[src/inc/cdt_pkg.sv]
// package: word formats, opcodes, decode record and state encodings
package cdt_pkg;
	// ----------------------------------------
	// word formats
	// ----------------------------------------
	localparam int WORD_W = 24;
	localparam int PADDR_W = 22;
	localparam int PADDR_LO_W = 16;
	localparam int LIT_W = 12;
	typedef logic [WORD_W-1:0] cdt_word_type;
	typedef logic [PADDR_W-1:0] cdt_paddr_type;
	typedef logic [LIT_W-1:0] cdt_lit_type;
	typedef struct packed {
		logic [2:0] grp;
		logic sel;
		logic alt;
		logic [1:0] op;
		logic byte_op;
	} cdt_opc_type;
	typedef struct packed {
		cdt_opc_type opc;
		logic [3:0] a;
		logic [1:0] b;
		logic [3:0] c;
		logic [1:0] d;
		logic [3:0] e;
	} cdt_slot_type;
	typedef struct packed {
		cdt_opc_type opc;
		logic flag;
		logic [2:0] hi;
		logic [11:0] lo;
	} cdt_wide_type;

	// ----------------------------------------
	// opcode groups and opcodes
	// ----------------------------------------
	localparam logic [2:0] GRP_CTL = 3'h0;
	localparam logic [2:0] GRP_WREG0 = 3'h2;
	localparam logic [2:0] GRP_WREG1 = 3'h3;
	localparam logic [2:0] GRP_FILE = 3'h4;
	localparam logic [2:0] GRP_BIT = 3'h5;
	localparam logic [2:0] GRP_LIT = 3'h6;
	localparam logic [2:0] GRP_DWORD = 3'h7;
	localparam logic [2:0] BIT_SKIP_OP = 3'h7;
	localparam logic [7:0] OPC_NOP = 8'h00;
	localparam logic [7:0] OPC_INDIRECT_SUBROUTINE_JUMP = 8'h01;
	localparam logic [7:0] OPC_CALL_DW = 8'h02;
	localparam logic [7:0] OPC_INDIRECT_JUMP = 8'h03;
	localparam logic [7:0] OPC_JUMP_DW = 8'h04;
	localparam logic [7:0] OPC_SUBROUTINE_EXIT = 8'h06;
	localparam logic [7:0] OPC_JUMP_UNCONDITIONAL = 8'h07;
	localparam logic [7:0] OPC_TBL_RD = 8'h0a;
	localparam logic [7:0] OPC_TBL_WR = 8'h0b;
	localparam logic [7:0] OPC_SKIP_CMP = 8'h7e;
	localparam logic [7:0] OPC_MOVE_DW = 8'he0;

	// ----------------------------------------
	// cycle counts
	// ----------------------------------------
	localparam logic [1:0] CYC_ONE = 2'h1;
	localparam logic [1:0] CYC_TWO = 2'h2;
	localparam logic [1:0] CYC_THREE = 2'h3;

	// ----------------------------------------
	// decode record
	// ----------------------------------------
	typedef enum logic [2:0] {
		CLS_NOP,
		CLS_CTL,
		CLS_DEFAULT_WORKING_REGISTER,
		CLS_FILE,
		CLS_BIT,
		CLS_LIT_MOVE,
		CLS_LIT_ALU
	} cdt_class_type;
	typedef struct packed {
		logic valid;
		cdt_class_type iclass;
		logic [7:0] opcode;
		logic byte_op;
		logic [3:0] base_source_register;
		logic [3:0] second_source_register;
		logic [1:0] src_mode;
		logic [3:0] result_register;
		logic [1:0] dst_mode;
		logic [11:0] file_addr;
		logic to_file;
		logic [3:0] bit_num;
		logic bit_from_reg;
		cdt_lit_type literal;
		cdt_paddr_type prog_addr;
		logic [1:0] table_mode;
		logic double_word;
		logic skip_type;
		logic [1:0] cycles;
	} cdt_dec_type;

	// ----------------------------------------
	// sequencer state
	// ----------------------------------------
	typedef enum logic [4:0] {
		ST_FETCH = 5'h01,
		ST_EXT = 5'h02,
		ST_STALL = 5'h04,
		ST_SKIP = 5'h08,
		ST_SKIP_EXT = 5'h10
	} cdt_state_type;
	typedef struct packed {
		cdt_state_type st;
		logic [1:0] stall;
		cdt_dec_type hold;
		cdt_dec_type dec;
		logic nop;
		logic ext_err;
	} cdt_core_type;
	localparam cdt_core_type CORE_RST = '{st: ST_FETCH, stall: 2'h0, hold: '0, dec: '0,
		nop: 1'b0, ext_err: 1'b0};
endpackage : cdt_pkg

[src/hdl/cdt_field_decode.sv]
// module: splits one program word into class and operand fields
module cdt_field_decode (
	input wire cdt_pkg::cdt_word_type word,
	output cdt_pkg::cdt_dec_type f
);
	cdt_pkg::cdt_slot_type s;
	cdt_pkg::cdt_wide_type w;
	assign s = cdt_pkg::cdt_slot_type'(word);
	assign w = cdt_pkg::cdt_wide_type'(word);

	always_comb
	begin
		f = '0;
		f.opcode = s.opc; // [RULE1]
		f.byte_op = s.opc.byte_op;
		case (s.opc.grp)
			cdt_pkg::GRP_WREG0, cdt_pkg::GRP_WREG1:
			begin
				f.iclass = cdt_pkg::CLS_DEFAULT_WORKING_REGISTER; // [RULE10]
				f.base_source_register = s.a;
				f.dst_mode = s.b;
				f.result_register = s.c;
				f.src_mode = s.d;
				f.second_source_register = s.e;
				f.skip_type = (s.opc == cdt_pkg::OPC_SKIP_CMP);
			end
			cdt_pkg::GRP_FILE:
			begin
				f.iclass = cdt_pkg::CLS_FILE; // [RULE11]
				f.to_file = w.flag;
				f.file_addr = w.lo;
			end
			cdt_pkg::GRP_BIT:
			begin
				f.iclass = cdt_pkg::CLS_BIT; // [RULE12]
				f.bit_num = s.a;
				f.bit_from_reg = s.opc.alt;
				f.to_file = s.opc.sel;
				f.skip_type = ({s.opc.op, s.opc.byte_op} == cdt_pkg::BIT_SKIP_OP);
				if (s.opc.sel)
					f.file_addr = w.lo;
				else
				begin
					f.src_mode = s.b;
					f.base_source_register = s.c;
					f.second_source_register = s.e;
				end
			end
			cdt_pkg::GRP_LIT:
			begin
				if (!s.opc.sel)
				begin
					f.iclass = cdt_pkg::CLS_LIT_MOVE; // [RULE13]
					f.to_file = s.opc.alt;
					if (s.opc.alt)
					begin
						f.file_addr = w.lo;
						f.literal = cdt_pkg::cdt_lit_type'(s.a);
					end
					else
					begin
						f.result_register = s.a;
						f.literal = w.lo;
					end
				end
				else
				begin
					f.iclass = cdt_pkg::CLS_LIT_ALU; // [RULE14]
					f.base_source_register = s.a;
					if (s.opc.alt)
					begin
						f.dst_mode = s.b;
						f.result_register = s.c;
						f.literal = cdt_pkg::cdt_lit_type'({s.d, s.e});
					end
					else
					begin
						f.result_register = s.a;
						f.literal = w.lo;
					end
				end
			end
			cdt_pkg::GRP_DWORD:
			begin
				if (s.opc == cdt_pkg::OPC_MOVE_DW)
				begin
					f.iclass = cdt_pkg::CLS_LIT_MOVE;
					f.literal = w.lo;
					f.double_word = 1'b1; // [RULE2]
				end
			end
			default:
			begin
				f.iclass = cdt_pkg::CLS_CTL; // [RULE15]
				case (s.opc)
					cdt_pkg::OPC_NOP:
						f.iclass = cdt_pkg::CLS_NOP; // [RULE5]
					cdt_pkg::OPC_CALL_DW, cdt_pkg::OPC_JUMP_DW:
					begin
						f.prog_addr = cdt_pkg::cdt_paddr_type'({w.flag, w.hi, w.lo});
						f.double_word = 1'b1; // [RULE2]
					end
					cdt_pkg::OPC_INDIRECT_SUBROUTINE_JUMP, cdt_pkg::OPC_INDIRECT_JUMP:
						f.second_source_register = s.e;
					cdt_pkg::OPC_JUMP_UNCONDITIONAL:
						f.prog_addr = cdt_pkg::cdt_paddr_type'({w.flag, w.hi, w.lo});
					cdt_pkg::OPC_SUBROUTINE_EXIT:
						f.iclass = cdt_pkg::CLS_CTL;
					cdt_pkg::OPC_TBL_RD, cdt_pkg::OPC_TBL_WR:
					begin
						f.table_mode = s.b; // [RULE15]
						f.result_register = s.c;
						f.second_source_register = s.e;
					end
					default:
					begin
						if (s.opc.sel)
							f.prog_addr = cdt_pkg::cdt_paddr_type'({w.flag, w.hi, w.lo});
						else
							f.iclass = cdt_pkg::CLS_NOP;
					end
				endcase
			end
		endcase
	end
endmodule : cdt_field_decode

[src/hdl/cdt_cycle_count.sv]
// module: instruction cycle count from decoded class and condition
module cdt_cycle_count (
	input wire cdt_pkg::cdt_dec_type f,
	input wire logic cond,
	output logic [1:0] cycles
);
	always_comb
	begin
		cycles = cdt_pkg::CYC_ONE;
		if (f.double_word)
			cycles = cdt_pkg::CYC_TWO; // [RULE9]
		else if (f.skip_type)
			cycles = cond ? cdt_pkg::CYC_TWO : cdt_pkg::CYC_ONE; // [RULE8]
		else if (f.iclass == cdt_pkg::CLS_CTL)
		begin
			case (f.opcode)
				cdt_pkg::OPC_JUMP_UNCONDITIONAL, cdt_pkg::OPC_INDIRECT_SUBROUTINE_JUMP,
				cdt_pkg::OPC_INDIRECT_JUMP, cdt_pkg::OPC_TBL_RD, cdt_pkg::OPC_TBL_WR:
					cycles = cdt_pkg::CYC_TWO; // [RULE7]
				cdt_pkg::OPC_SUBROUTINE_EXIT:
					cycles = cdt_pkg::CYC_THREE; // [RULE7]
				default:
					cycles = cond ? cdt_pkg::CYC_TWO : cdt_pkg::CYC_ONE; // [RULE6]
			endcase
		end
	end
endmodule : cdt_cycle_count

[src/hdl/cdt_decode_top.sv]
// module: instruction word decoder and cycle sequencer
// Operation
// [RULE1] 24-bit word, 8-bit opcode selects type
// [RULE2] only three instructions take two words
// [RULE3] double-word operands come from both words
// [RULE4] extension word upper eight bits are zero
// [RULE5] lone extension word executes as nop
// [RULE6] taken condition or jump adds nop cycle
// [RULE7] jumps, table access, exits take two/three cycles
// [RULE8] taken skip costs two or three cycles
// [RULE9] double-word instructions take two cycles
// [RULE10] register ops decode base, source, result fields
// [RULE11] file ops decode address and destination choice
// [RULE12] bit ops decode target and bit number
// [RULE13] literal moves decode literal and target
// [RULE14] literal arithmetic decodes base, literal, optional result
// [RULE15] control ops decode address and table mode
// [RULE16] first word fetches extension before completing
module cdt_decode_top (
	input wire logic mclk,
	input wire logic rstn,
	input wire logic pw_valid,
	input wire cdt_pkg::cdt_word_type pw_word,
	output logic pw_ready,
	input wire logic cond_true,
	output cdt_pkg::cdt_dec_type dec,
	output logic nop_cycle,
	output logic ext_err
);
	// ----------------------------------------
	// decode and cycle helpers
	// ----------------------------------------
	cdt_pkg::cdt_core_type q;
	cdt_pkg::cdt_core_type d;
	cdt_pkg::cdt_dec_type f;
	cdt_pkg::cdt_slot_type xs;
	cdt_pkg::cdt_wide_type xw;
	logic [1:0] cyc;
	logic acc;

	cdt_field_decode u_field (
		.word(pw_word),
		.f(f)
	);

	cdt_cycle_count u_cycle (
		.f(f),
		.cond(cond_true),
		.cycles(cyc)
	);

	assign xs = cdt_pkg::cdt_slot_type'(pw_word);
	assign xw = cdt_pkg::cdt_wide_type'(pw_word);
	assign pw_ready = (q.st != cdt_pkg::ST_STALL);
	assign acc = pw_valid && pw_ready;
	assign dec = q.dec;
	assign nop_cycle = q.nop;
	assign ext_err = q.ext_err;

	// ----------------------------------------
	// sequencer
	// ----------------------------------------
	always_comb
	begin
		d = q;
		d.dec.valid = 1'b0;
		d.nop = 1'b0;
		d.ext_err = 1'b0;
		case (q.st)
			cdt_pkg::ST_FETCH:
			begin
				if (acc)
				begin
					if (f.double_word)
					begin
						d.hold = f; // [RULE3]
						d.hold.cycles = cyc;
						d.st = cdt_pkg::ST_EXT; // [RULE16]
					end
					else if (f.skip_type && cond_true)
					begin
						d.hold = f;
						d.st = cdt_pkg::ST_SKIP; // [RULE8]
					end
					else
					begin
						d.dec = f;
						d.dec.valid = 1'b1;
						d.dec.cycles = cyc; // [RULE6]
						if (cyc != cdt_pkg::CYC_ONE)
						begin
							d.stall = cyc - cdt_pkg::CYC_ONE;
							d.st = cdt_pkg::ST_STALL; // [RULE7]
						end
					end
				end
			end
			cdt_pkg::ST_EXT:
			begin
				if (acc)
				begin
					d.dec = q.hold;
					d.dec.valid = 1'b1;
					d.dec.prog_addr[cdt_pkg::PADDR_W-1:cdt_pkg::PADDR_LO_W] = {xs.d, xs.e}; // [RULE16]
					if (q.hold.opcode == cdt_pkg::OPC_MOVE_DW)
						d.dec.result_register = xs.e; // [RULE3]
					d.ext_err = (xs.opc != cdt_pkg::OPC_NOP); // [RULE4]
					d.st = cdt_pkg::ST_FETCH;
				end
			end
			cdt_pkg::ST_STALL:
			begin
				d.nop = 1'b1; // [RULE6]
				if (q.stall == cdt_pkg::CYC_ONE)
					d.st = cdt_pkg::ST_FETCH;
				else
					d.stall = q.stall - cdt_pkg::CYC_ONE;
			end
			cdt_pkg::ST_SKIP:
			begin
				if (acc)
				begin
					d.dec = q.hold;
					d.dec.valid = 1'b1;
					d.dec.cycles = f.double_word ? cdt_pkg::CYC_THREE : cdt_pkg::CYC_TWO; // [RULE8]
					d.nop = 1'b1;
					d.st = f.double_word ? cdt_pkg::ST_SKIP_EXT : cdt_pkg::ST_FETCH;
				end
			end
			cdt_pkg::ST_SKIP_EXT:
			begin
				if (acc)
				begin
					d.nop = 1'b1; // [RULE8]
					d.st = cdt_pkg::ST_FETCH;
				end
			end
			default:
				d = cdt_pkg::CORE_RST;
		endcase
	end

	always_ff @(posedge mclk or negedge rstn)
	begin
		if (!rstn)
			q <= cdt_pkg::CORE_RST;
		else
			q <= d;
	end

	// ----------------------------------------
	// assertions
	// ----------------------------------------
	cdt_pkg::cdt_opc_type dopc;
	logic dec_branch;
	logic [5:0] ext_hi;
	logic ext_nonzero;
	logic skip_taken;
	assign dopc = cdt_pkg::cdt_opc_type'(q.dec.opcode);
	assign dec_branch = (q.dec.iclass == cdt_pkg::CLS_CTL) && (dopc.grp == cdt_pkg::GRP_CTL)
		&& dopc.sel;
	assign ext_hi = {xs.d, xs.e};
	assign ext_nonzero = (xs.opc != cdt_pkg::OPC_NOP);
	assign skip_taken = f.skip_type && cond_true;

	property p_stall_nop;
		@(posedge mclk) disable iff (!rstn)
		q.st == cdt_pkg::ST_STALL |=> nop_cycle;
	endproperty
	a_stall_nop: assert property (p_stall_nop) // [RULE6]
		else $error("stall cycle gave no nop");

	property p_exit_three;
		@(posedge mclk) disable iff (!rstn)
		dec.valid && dec.opcode == cdt_pkg::OPC_SUBROUTINE_EXIT
		|-> dec.cycles == cdt_pkg::CYC_THREE ##1 nop_cycle [*2] ##1 !nop_cycle;
	endproperty
	a_exit_three: assert property (p_exit_three) // [RULE7]
		else $error("exit did not take three cycles");

	property p_branch_cyc;
		@(posedge mclk) disable iff (!rstn)
		dec.valid && dec_branch
		|-> dec.cycles == ($past(cond_true) ? cdt_pkg::CYC_TWO : cdt_pkg::CYC_ONE);
	endproperty
	a_branch_cyc: assert property (p_branch_cyc) // [RULE6]
		else $error("branch cycle count wrong");

	property p_skip_double;
		@(posedge mclk) disable iff (!rstn)
		q.st == cdt_pkg::ST_SKIP && acc && f.double_word
		|=> dec.valid && dec.cycles == cdt_pkg::CYC_THREE && q.st == cdt_pkg::ST_SKIP_EXT;
	endproperty
	a_skip_double: assert property (p_skip_double) // [RULE8]
		else $error("skip over double word not three cycles");

	property p_skip_single;
		@(posedge mclk) disable iff (!rstn)
		q.st == cdt_pkg::ST_SKIP && acc && !f.double_word
		|=> dec.valid && nop_cycle && dec.cycles == cdt_pkg::CYC_TWO && q.st == cdt_pkg::ST_FETCH;
	endproperty
	a_skip_single: assert property (p_skip_single) // [RULE8]
		else $error("skip over single word not two cycles");

	property p_fetch_double;
		@(posedge mclk) disable iff (!rstn)
		q.st == cdt_pkg::ST_FETCH && acc && f.double_word
		|=> !dec.valid && q.st == cdt_pkg::ST_EXT;
	endproperty
	a_fetch_double: assert property (p_fetch_double) // [RULE2]
		else $error("double word did not wait for extension");

	property p_ext_addr;
		@(posedge mclk) disable iff (!rstn)
		q.st == cdt_pkg::ST_EXT && acc
		|=> dec.valid && dec.double_word
		&& dec.prog_addr[cdt_pkg::PADDR_W-1:cdt_pkg::PADDR_LO_W] == $past(ext_hi);
	endproperty
	a_ext_addr: assert property (p_ext_addr) // [RULE16]
		else $error("extension bits not applied");

	property p_double_cyc;
		@(posedge mclk) disable iff (!rstn)
		dec.valid && dec.double_word |-> dec.cycles == cdt_pkg::CYC_TWO && pw_ready;
	endproperty
	a_double_cyc: assert property (p_double_cyc) // [RULE9]
		else $error("double word not two cycles");

	property p_ext_err;
		@(posedge mclk) disable iff (!rstn)
		q.st == cdt_pkg::ST_EXT && acc |=> ext_err == $past(ext_nonzero);
	endproperty
	a_ext_err: assert property (p_ext_err) // [RULE4]
		else $error("extension upper bits check wrong");

	property p_default_working_register_fields;
		@(posedge mclk) disable iff (!rstn)
		q.st == cdt_pkg::ST_FETCH && acc && f.iclass == cdt_pkg::CLS_DEFAULT_WORKING_REGISTER && !skip_taken
		|=> dec.valid && dec.base_source_register == $past(xs.a)
		&& dec.second_source_register == $past(xs.e) && dec.result_register == $past(xs.c);
	endproperty
	a_default_working_register_fields: assert property (p_default_working_register_fields) // [RULE10]
		else $error("register operand fields wrong");

	property p_file_fields;
		@(posedge mclk) disable iff (!rstn)
		q.st == cdt_pkg::ST_FETCH && acc && f.iclass == cdt_pkg::CLS_FILE
		|=> dec.valid && dec.to_file == $past(xw.flag) && dec.file_addr == $past(xw.lo);
	endproperty
	a_file_fields: assert property (p_file_fields) // [RULE11]
		else $error("file operand fields wrong");

	property p_nop_alone;
		@(posedge mclk) disable iff (!rstn)
		dec.valid && dec.iclass == cdt_pkg::CLS_NOP
		|-> dec.cycles == cdt_pkg::CYC_ONE && pw_ready && !ext_err ##1 !nop_cycle;
	endproperty
	a_nop_alone: assert property (p_nop_alone) // [RULE5]
		else $error("nop word had side effects");

	property p_two_nop;
		@(posedge mclk) disable iff (!rstn)
		dec.valid && dec.cycles == cdt_pkg::CYC_TWO && !dec.double_word && !nop_cycle
		|-> !pw_ready ##1 nop_cycle && pw_ready;
	endproperty
	a_two_nop: assert property (p_two_nop) // [RULE6]
		else $error("two cycle word gave no single nop");

	property p_skip_ext;
		@(posedge mclk) disable iff (!rstn)
		q.st == cdt_pkg::ST_SKIP_EXT && acc
		|=> nop_cycle && !dec.valid && q.st == cdt_pkg::ST_FETCH;
	endproperty
	a_skip_ext: assert property (p_skip_ext) // [RULE8]
		else $error("skipped extension word gave no nop");

	property p_bit_fields;
		@(posedge mclk) disable iff (!rstn)
		q.st == cdt_pkg::ST_FETCH && acc && f.iclass == cdt_pkg::CLS_BIT && !skip_taken
		|=> dec.valid && dec.bit_num == $past(xs.a) && dec.to_file == $past(xs.opc.sel);
	endproperty
	a_bit_fields: assert property (p_bit_fields) // [RULE12]
		else $error("bit operand fields wrong");

	property p_lit_fields;
		@(posedge mclk) disable iff (!rstn)
		q.st == cdt_pkg::ST_FETCH && acc && f.iclass == cdt_pkg::CLS_LIT_ALU
		|=> dec.valid && dec.base_source_register == $past(xs.a)
		&& dec.cycles == cdt_pkg::CYC_ONE;
	endproperty
	a_lit_fields: assert property (p_lit_fields) // [RULE14]
		else $error("literal arithmetic fields wrong");

	property p_table_mode;
		@(posedge mclk) disable iff (!rstn)
		q.st == cdt_pkg::ST_FETCH && acc
		&& (xs.opc == cdt_pkg::OPC_TBL_RD || xs.opc == cdt_pkg::OPC_TBL_WR)
		|=> dec.valid && dec.table_mode == $past(xs.b) && dec.cycles == cdt_pkg::CYC_TWO;
	endproperty
	a_table_mode: assert property (p_table_mode) // [RULE15]
		else $error("table access mode or cycles wrong");

	property p_opcode;
		@(posedge mclk) disable iff (!rstn)
		q.st == cdt_pkg::ST_FETCH && acc && !f.double_word && !skip_taken
		|=> dec.valid && dec.opcode == $past(xs.opc);
	endproperty
	a_opcode: assert property (p_opcode) // [RULE1]
		else $error("opcode field not passed on");
endmodule : cdt_decode_top

[config.mk]
export PLATFORM = sky130hd
export DESIGN_NAME = cdt_decode_top
export DESIGN_NICKNAME = d
export VERILOG_FILES = /design/src/inc/cdt_pkg.sv /design/src/hdl/cdt_field_decode.sv /design/src/hdl/cdt_cycle_count.sv /design/src/hdl/cdt_decode_top.sv
export SDC_FILE = /design/constraint.sdc
export NUM_CORES = 1
export LEC_CHECK = 0
export CAP_MARGIN = 5
export CORE_ASPECT_RATIO = 1.25
export CORE_MARGIN = 2
export CORE_UTILIZATION = 52
export DETAILED_ROUTE_END_ITERATION = 8
export DONT_BUFFER_PORTS = 1
export PLACE_DENSITY = 0.74
export SLEW_MARGIN = 20
export SYNTH_ARGS = -nofsm -noshare
export SYNTH_HDL_FRONTEND = slang
export SYNTH_SLANG_ARGS = --single-unit
export TNS_END_PERCENT = 50
[constraint.sdc]
create_clock -name mclk -period 3.5 [get_ports mclk]
set_clock_uncertainty 0.05 [all_clocks]
set_input_delay 0.7 -clock mclk [delete_from_list [all_inputs] [get_ports mclk]]
set_output_delay 0.7 -clock mclk [all_outputs]
set_load 0.02 [all_outputs]
==> flow_summary.ini, run 1 <==
[clock_network]
post-cts-setup-buffers = 0
clk_pin_slew_ns = 0.06
h-tree-depth = 4
cts_buffers = 17
clockBufferDepth = 2
postCtsResizedCells = 0
clock_latency_ns = 0.43
cts_sinks = 173
cts.root.buffer_cell = clkbuf_16
cts_tree = done

[die]
initial_core_util = 0.534
dieArea_um2 = 17800
fp.coreArea_um2 = 16300
fp-row-count = 52
die-width_um = 120
io_pins = 118
die_h_um = 148

[critical_path]
critPathKind = flip-flop to flip-flop
cpPeakStageDelay_ns = 0.98
crit_arrival_ns = 3.38
rr_worst_depth = 5
start_kind = flip-flop
r2r_slack_ns = 0.43
crit_cells = 5
reg2reg_from = q[178]
worstPathCellList = or3b_2, nor2_1, nand2_1, nor3_2, a22o_1
worst_path_max_delay_cell = nor3_2
regToRegEndpoint = q[96]
worstSetupStartpoint = q[178]
crit_buf_inv = 0
end_kind = flip-flop
crit_fanout = 16
cp_top_family = simple AND/OR/NAND/NOR gates
worst-endpoint-required_ns = 3.81

[synthesis]
synthArstFlopShare = 1.00
synthesis.area_um2 = 8680
netlist.area_leader.share = 0.496
yosys.area.top_type = dfrtp_1
yosysMostFrequentCell = dfrtp_1
synthesis.nets = 898
ys_seq_area_frac = 0.499
synth_enable_flop_cells = 0
avgSynthCellArea_um2 = 10.0
synthCells = 868
synth_cell_types = 64
ys_top_cells_by_area = dfrtp_1, buf_4, a221o_1
ys_ff_latch = 173
synthTopCellsByCount = dfrtp_1, nand2_1, buf_4, a221o_1, and2_1
ys.flop_type = dfrtp_1
ys_warn_count = 0

[routing]
num_vias = 6267
drc = 0
wl_per_cell_um = 23.5
dr.pass1.iters = 6
final_antenna_net_count = 0
wl_mm = 22.8
first_iter_violations = 751
routed_via_density = 6.44

[grt]
grt_pass1_vias = 6176
antenna_found_initial = 0
grt_use_total = 0.264
gr-total-overflow = 0
grt_pass1_wl_mm = 36.0
grt_max_degree = 174

[job]
max-cap-violations = 0

[sta]
setup_tns_ns = 0
min_period_over_period = 0.877
relSlewSlack = 0.266
finalMaxSlewViolations = 0
rsz0062_at_grt = false
hold_violations = 172
tightest_slew_ns = 1.09
period_needed_ns = 3.07
final.setup.worst_slack_ns = 0.429
setup_violations = 0
timing.hold.ws_ns = -0.0861
fmax_mhz = 326

[layout]
multi_input_comb_area_um2 = 3310
synthToLayoutAreaGrowth_pct = 0.346
drive_gt1_frac = 0.0766
seq_area_um2 = 4330
final_cells = 973
fin_nets = 775
postLayoutCoreUtil = 0.536
num_antenna_cells = 0
fillCellCount = 1422
fin_area_um2 = 8710

[power_and_ir_drop]
power_frac_clock = 0.324
power.switching_mw = 2.05
finalPower_mw = 5.83
p_per_area_nw_per_um2 = 669
switching_share = 0.352
pwr-share-comb = 0.220
ir_drop_uv = 402
intPower_mw = 3.78
p_leak_nw = 3.88
seqPwrFrac = 0.456

[place]
gp_congestion = 0.956
dp_hpwl_mm = 15.6
dpl-instance-area_um2 = 8120
post-place-ws_ns = 0.399
port_buffers = 0
dpl.cell_count = 942

[worst_hold_path]
hp-class = primary input to async pin

[outcome]
status = complete, but fails checks
violations = hold timing
[layout make-up]
class / count / share of cell area
Multi-Input combinational cell: 516 / 0.380
Sequential cell: 173 / 0.497
Timing Repair Buffer: 14 / 0.0149
Clock buffer: 19 / 0.0520
Clock inverter: 12 / 0.0155
Tap cell: 216 / 0.0310
Inverter: 23 / 0.00991
[how the worst max path moves through the flow]
| stage | to | slack (ns) |
|---|---|---|
| 4_1_cts | q[96] | 0.46 |
| 2_1_floorplan | q[176] | 0.46 |
| 6_report | q[96] | 0.43 |
| 3_5_place_dp | q[177] | 0.40 |
| 5_1_grt | q[96] | 0.29 |
| 3_3_place_gp | q[177] | 0.48 |
[registers in the layout, summed over array words and instances (netlist names)]
signal,count
dec,78
dopc,8
ext_err,1
nop_cycle,1
q,85
[worst register-to-register path, cell delays in order (launching register included)]
cell and delay, ns:
dfstp_2 0.63, or3b_2 0.50, nor2_1 0.20, nand2_1 0.38, nor3_2 0.99, a22o_1 0.26
[layout by cell type (no fill, tap or decap), types with 6 or more instances in the layout]
master / n
dfrtp_1: 172
nand2_1: 118
a221o_1: 64
and2_1: 47
a22o_1: 40
o21ai_1: 33
nor2_1: 27
inv_1: 23
nor3_1: 20
o21ai_0: 20
a21oi_1: 18
o31ai_1: 17
clkbuf_16: 17
nand3_1: 14
buf_4: 12
o221ai_1: 8
nor4_1: 7
nor2b_1: 6
a22oi_1: 6
[power groups by stage]
stage	combinational, mW	clock [mW]	sequential [mW]
2_1_floorplan	1.36	0	2.42
3_3_place_gp	1.22	0	2.68
3_5_place_dp	1.26	0	2.70
4_1_cts	1.27	1.92	2.66
5_1_grt	1.41	2.01	2.69
6_report	1.28	1.89	2.66
[routing by layer]
layer | track usage | up-vias | share of wire
met3 | 0.0778 | 50 | 0.087
li1 | - | 2785 | -
met2 | 0.425 | 321 | 0.49
met1 | 0.339 | 3111 | 0.39
met4 | 0.0953 | 0 | 0.027
met5 | 0 | - | 0
[kinds of logic (layout without fill, tap and decap cells)]
group | count (synthesis) | in the layout | synth area share
AOI/OAI and AO/OA | 239 | 239 | 0.216
DFF | 173 | 173 | 0.499
buffers and inverters | 179 | 68 | 0.122
and+or+nand+nor | 270 | 270 | 0.155
adders and majority gates | 2 | 2 | 0.00288
muxes | 1 | 1 | 0.00115
xor gates and xnor gates | 4 | 4 | 0.00404
(Power assumes the default switching activity.)
==> run 2: changes to the inputs <==
--- a/config.mk
+++ b/config.mk
@@ -15,5 +15,6 @@
 export SLEW_MARGIN = 20
 export SYNTH_ARGS = -nofsm -noshare
 export SYNTH_HDL_FRONTEND = slang
+export SYNTH_HIERARCHICAL = 1
 export SYNTH_SLANG_ARGS = --single-unit
 export TNS_END_PERCENT = 50
==> run 2 against run 1 <==
The flow still finishes with violations (hold timing). Largest cell class unchanged. Synthesized cell count is 14% higher. Core utilization is 0.72 points lower. Area after synthesis grew 17%. Critical endpoint is now q[176].
==> flow_summary.ini, run 2 <==
[outcome]
status = complete, but fails checks
violations = hold timing

[grt]
antenna_found_initial = 0
gr-total-overflow = 0
grt_pass1_wl_mm = 38.9
grt_use_total = 0.242
grt_max_degree = 183
grt_pass1_vias = 6685

[power_and_ir_drop]
power_frac_clock = 0.279
power.switching_mw = 2.58
p_leak_nw = 4.61
switching_share = 0.375
intPower_mw = 4.29
ir_drop_uv = 749
p_per_area_nw_per_um2 = 673
seqPwrFrac = 0.422
pwr-share-comb = 0.300

[sta]
relSlewSlack = 0.354
hold_violations = 165
rsz0062_at_grt = false
fmax_mhz = 324
timing.hold.ws_ns = -0.0742
setup_violations = 0
period_needed_ns = 3.08
tightest_slew_ns = 0.967
min_period_over_period = 0.881
finalMaxSlewViolations = 0
setup_tns_ns = 0

[layout]
layout_common_cells = dfrtp_1, and2_1, inv_1
largest_reg_flops = 93
fin_nets = 897
layout_commonest_cell = dfrtp_1
synthToLayoutAreaGrowth_pct = 0.258
drive_gt1_frac = 0.102
num_antenna_cells = 0
fillCellCount = 1657
final_cells = 1145
top_register = q

[die]
initial_core_util = 0.527
die_h_um = 161
dieArea_um2 = 20700
io_pins = 118
die-width_um = 129
fp-row-count = 57
fp.coreArea_um2 = 19300

[clock_network]
clock_latency_ns = 0.43
cts_sinks = 182
cts_buffers = 17
clockBufferDepth = 2
postCtsResizedCells = 0
clk_pin_slew_ns = 0.07
h-tree-depth = 4
cts.root.buffer_cell = clkbuf_16
cts_tree = done
post-cts-setup-buffers = 0

[place]
gp_congestion = 0.855
dp_hpwl_mm = 15.9
dpl.cell_count = 1113
port_buffers = 0

[synthesis]
synthesis.area_um2 = 10200
ys_warn_count = 6
avgSynthCellArea_um2 = 10.3
synthCells = 991

[critical_path]
critPathKind = primary input to flip-flop
worst-endpoint-required_ns = 3.76
crit_arrival_ns = 3.35
end_kind = flip-flop
crit_fanout = 14
start_kind = primary input

[routing]
first_iter_violations = 560
wl_per_cell_um = 21.6
routed_via_density = 5.94
drc = 0
dr.pass1.iters = 5
wl_mm = 24.7
num_vias = 6806
final_antenna_net_count = 0

[job]
max-cap-violations = 0

[worst_hold_path]
hp-class = primary input to async pin
run 2: worst paths after layout:
path                       slack [ns]  cells after the start      end        start
min reg2reg                      0.46                      1  dec[60]       q[149]
min                             -0.07                      0  dec[70]         rstn
max in group asynchronous        3.10                      0   q[178]         rstn
min in group mclk                0.32                      1   q[181]     pw_valid
max                              0.42                     12   q[176]  pw_word[16]
max reg2reg                      0.58                      5  dec[48]       q[178]
run 2: layout make-up:
cell class	instances	area (µm²)	area share
Sequential cell	182	4560	0.446
Multi-Input combinational cell	557	4190	0.410
Clock buffer	19	453	0.0443
Inverter	92	345	0.0338
Tap cell	265	332	0.0325
Timing Repair Buffer	17	203	0.0198
Clock inverter	13	136	0.0134
run 2: stage by stage:
| stage | hold slack, ns | power (mW) | util | setup WS, ns | area, µm² |
|---|---|---|---|---|---|
| after floorplan | 0.354 | 4.75 | - | 0.00308 | 10200 |
| after global placement | 0.364 | 4.96 | 0.498 | 0.0652 | 9630 |
| after detailed placement | 0.363 | 4.98 | 0.498 | 0.0130 | 9630 |
| after CTS | -0.0986 | 6.91 | 0.529 | 0.456 | 10200 |
| after global routing | -0.0995 | 7.19 | 0.529 | 0.380 | 10200 |
| final | -0.0742 | 6.87 | 0.529 | 0.415 | 10200 |
run 2: power groups by stage:
| stage | combinational [mW] | sequential (mW) | clock, mW |
|---|---|---|---|
| 2_1_floorplan | 2.14 | 2.61 | 0 |
| 3_3_place_gp | 2.04 | 2.92 | 0 |
| 3_5_place_dp | 2.05 | 2.93 | 0 |
| 4_1_cts | 2.06 | 2.90 | 1.95 |
| 5_1_grt | 2.21 | 2.94 | 2.04 |
| 6_report | 2.06 | 2.90 | 1.91 |
run 2: critical path, cell delays in order:
cell       delay, ns
nor4_2          0.31
nand2_1         0.09
a32o_1          0.27
a41oi_2         0.20
or4b_4          0.50
a21oi_1         0.14
o2bb2ai_1       0.11
ha_1            0.22
a211o_1         0.26
nand3_1         0.08
o2111ai_1       0.15
mux2_2          0.32
run 2: metal layers:
layer	vias up	share of wire	GRT usage
li1	3102	-	-
met1	3391	0.42	0.327
met2	278	0.48	0.378
met3	35	0.078	0.0616
met4	0	0.028	0.0894
met5	-	0	0
==> run 3: changes to the inputs <==
--- a/config.mk
+++ b/config.mk
@@ -5,6 +5,7 @@
 export SDC_FILE = /design/constraint.sdc
 export NUM_CORES = 1
 export LEC_CHECK = 0
+export ABC_AREA = 1
 export CAP_MARGIN = 5
 export CORE_ASPECT_RATIO = 1.25
 export CORE_MARGIN = 2
==> run 3 against run 2 <==
The flow still finishes with violations (hold timing). Core utilization down 0.18 points. Synthesized cell count up 46%. Flip-flop and latch count unchanged. Via count up 20%. Area after synthesis up 1.1%. Routed wire length up 1.2%. Register-to-register slack better by 0.45 ns. Critical path type unchanged.
==> flow_summary.ini, run 3 <==
[outcome]
status = complete, but fails checks
violations = hold timing

[grt]
grt_pass1_vias = 7662
grt_pass1_wl_mm = 40.9
grt_max_degree = 183
gr-total-overflow = 0
antenna_found_initial = 0
grt_use_total = 0.249

[die]
fp-row-count = 57
die-width_um = 130
fp.coreArea_um2 = 19500
initial_core_util = 0.529
die_h_um = 161
io_pins = 118
dieArea_um2 = 21000

[synthesis]
synthesis.area_um2 = 10300
ys_warn_count = 6
synthCells = 1449
avgSynthCellArea_um2 = 7.11

[layout]
top_register = q
seq_area_um2 = 4560
postLayoutCoreUtil = 0.527
largest_reg_flops = 93
layout_common_cells = nand2_1, dfrtp_1, nor2_1
synthToLayoutAreaGrowth_pct = -0.486
multi_input_comb_area_um2 = 4150
num_antenna_cells = 0
final_cells = 1601
fin_area_um2 = 10300
layout_commonest_cell = nand2_1
fillCellCount = 1919
drive_gt1_frac = 0.0539
fin_nets = 1353

[sta]
timing.hold.ws_ns = -0.0879
tightest_slew_ns = 0.702
hold_violations = 181
relSlewSlack = 0.530
setup_violations = 0
min_period_over_period = 0.766
finalMaxSlewViolations = 0
fmax_mhz = 373
rsz0062_at_grt = false
setup_tns_ns = 0
period_needed_ns = 2.68

[clock_network]
clock_latency_ns = 0.43
cts_buffers = 17
cts.root.buffer_cell = clkbuf_16
cts_tree = done
cts_sinks = 182
h-tree-depth = 4
clockBufferDepth = 2
clk_pin_slew_ns = 0.07

[routing]
dr.pass1.iters = 5
final_antenna_net_count = 0
num_vias = 8188
routed_via_density = 5.11
wl_per_cell_um = 15.6
drc = 0
wl_mm = 25.0
first_iter_violations = 823

[power_and_ir_drop]
ir_drop_uv = 541
p_leak_nw = 5.28
p_per_area_nw_per_um2 = 642

[place]
gp_congestion = 0.891
dpl.cell_count = 1569
dpl-instance-area_um2 = 9680
dp_hpwl_mm = 17.2
port_buffers = 0

[critical_path]
start_kind = primary input
crit_buf_inv = 2
worst-endpoint-required_ns = 3.82
end_kind = flip-flop
worstPathCellList = nor2_4, nand2_2, inv_2, nand2_1, nand3_4, nor2_1, nor2_1, inv_1, nor4_1, nand2_1, nand2_2, nand2_2, ha_1, o21ai_0, nand2_1, nor2_1, nand2_1, nand2_1
worst_path_max_delay_cell = nor2_4
cp_top_family = simple AND/OR/NAND/NOR gates
crit_fanout = 9
cpPeakStageDelay_ns = 0.26
crit_arrival_ns = 3.00
crit_top_cell = nand2_1
critPathKind = primary input to flip-flop

[job]
max-cap-violations = 0

[worst_hold_path]
hp-class = primary input to async pin
==> run 3: area by class of cell <==
type,instances,area share
clock buffers,23,0.0447
clock inverters,9,0.0117
inverters,134,0.0490
multi-input cells,976,0.404
flip-flops and latches,182,0.444
well taps,265,0.0323
repair buffers,12,0.0137
==> run 3: repair_timing <==
action | CTS | global route
gates resized for setup | 0 | 0
hold endpoints to repair | 181 | 181
endpoints found under the setup margin | 0 | 0
buffers inserted | 0 | 0
==> run 3: report_power, final <==
group          internal (mW)  switching [mW]
clock network           1.08           0.826
registers               2.38           0.338
logic                  0.476            1.48
total                   3.94            2.64
==> run 3: path summary, 6_finish.rpt <==
kind	start	endpoint	slack [ns]	cells after the start
setup reg to reg	q[181]	dec[29]	1.03	10
setup / recovery	pw_word[23]	q[176]	0.82	18
hold reg to reg	q[167]	q[167]	0.43	2
min in group mclk	pw_word[19]	q[167]	0.34	2
hold / removal	rstn	dec[86]	-0.09	0
max in group asynchronous	rstn	q[98]	3.16	0
==> run 3: through the flow <==
step	power, mW	hold slack (ns)	setup slack [ns]
2_1_floorplan	4.52	0.354	0.660
3_3_place_gp	4.69	0.361	0.437
3_5_place_dp	4.72	0.361	0.405
4_1_cts	6.64	-0.105	0.841
5_1_grt	6.97	-0.110	0.570
6_report	6.58	-0.0879	0.819
==> run 3: layer usage <==
layer / GRT usage / wire length [µm] / up-vias
li1: - / - / 4076
met1: 0.346 / 10900 / 3795
met2: 0.384 / 11600 / 275
met3: 0.0580 / 1800 / 42
met4: 0.0860 / 661 / 0
met5: 0 / 0 / -
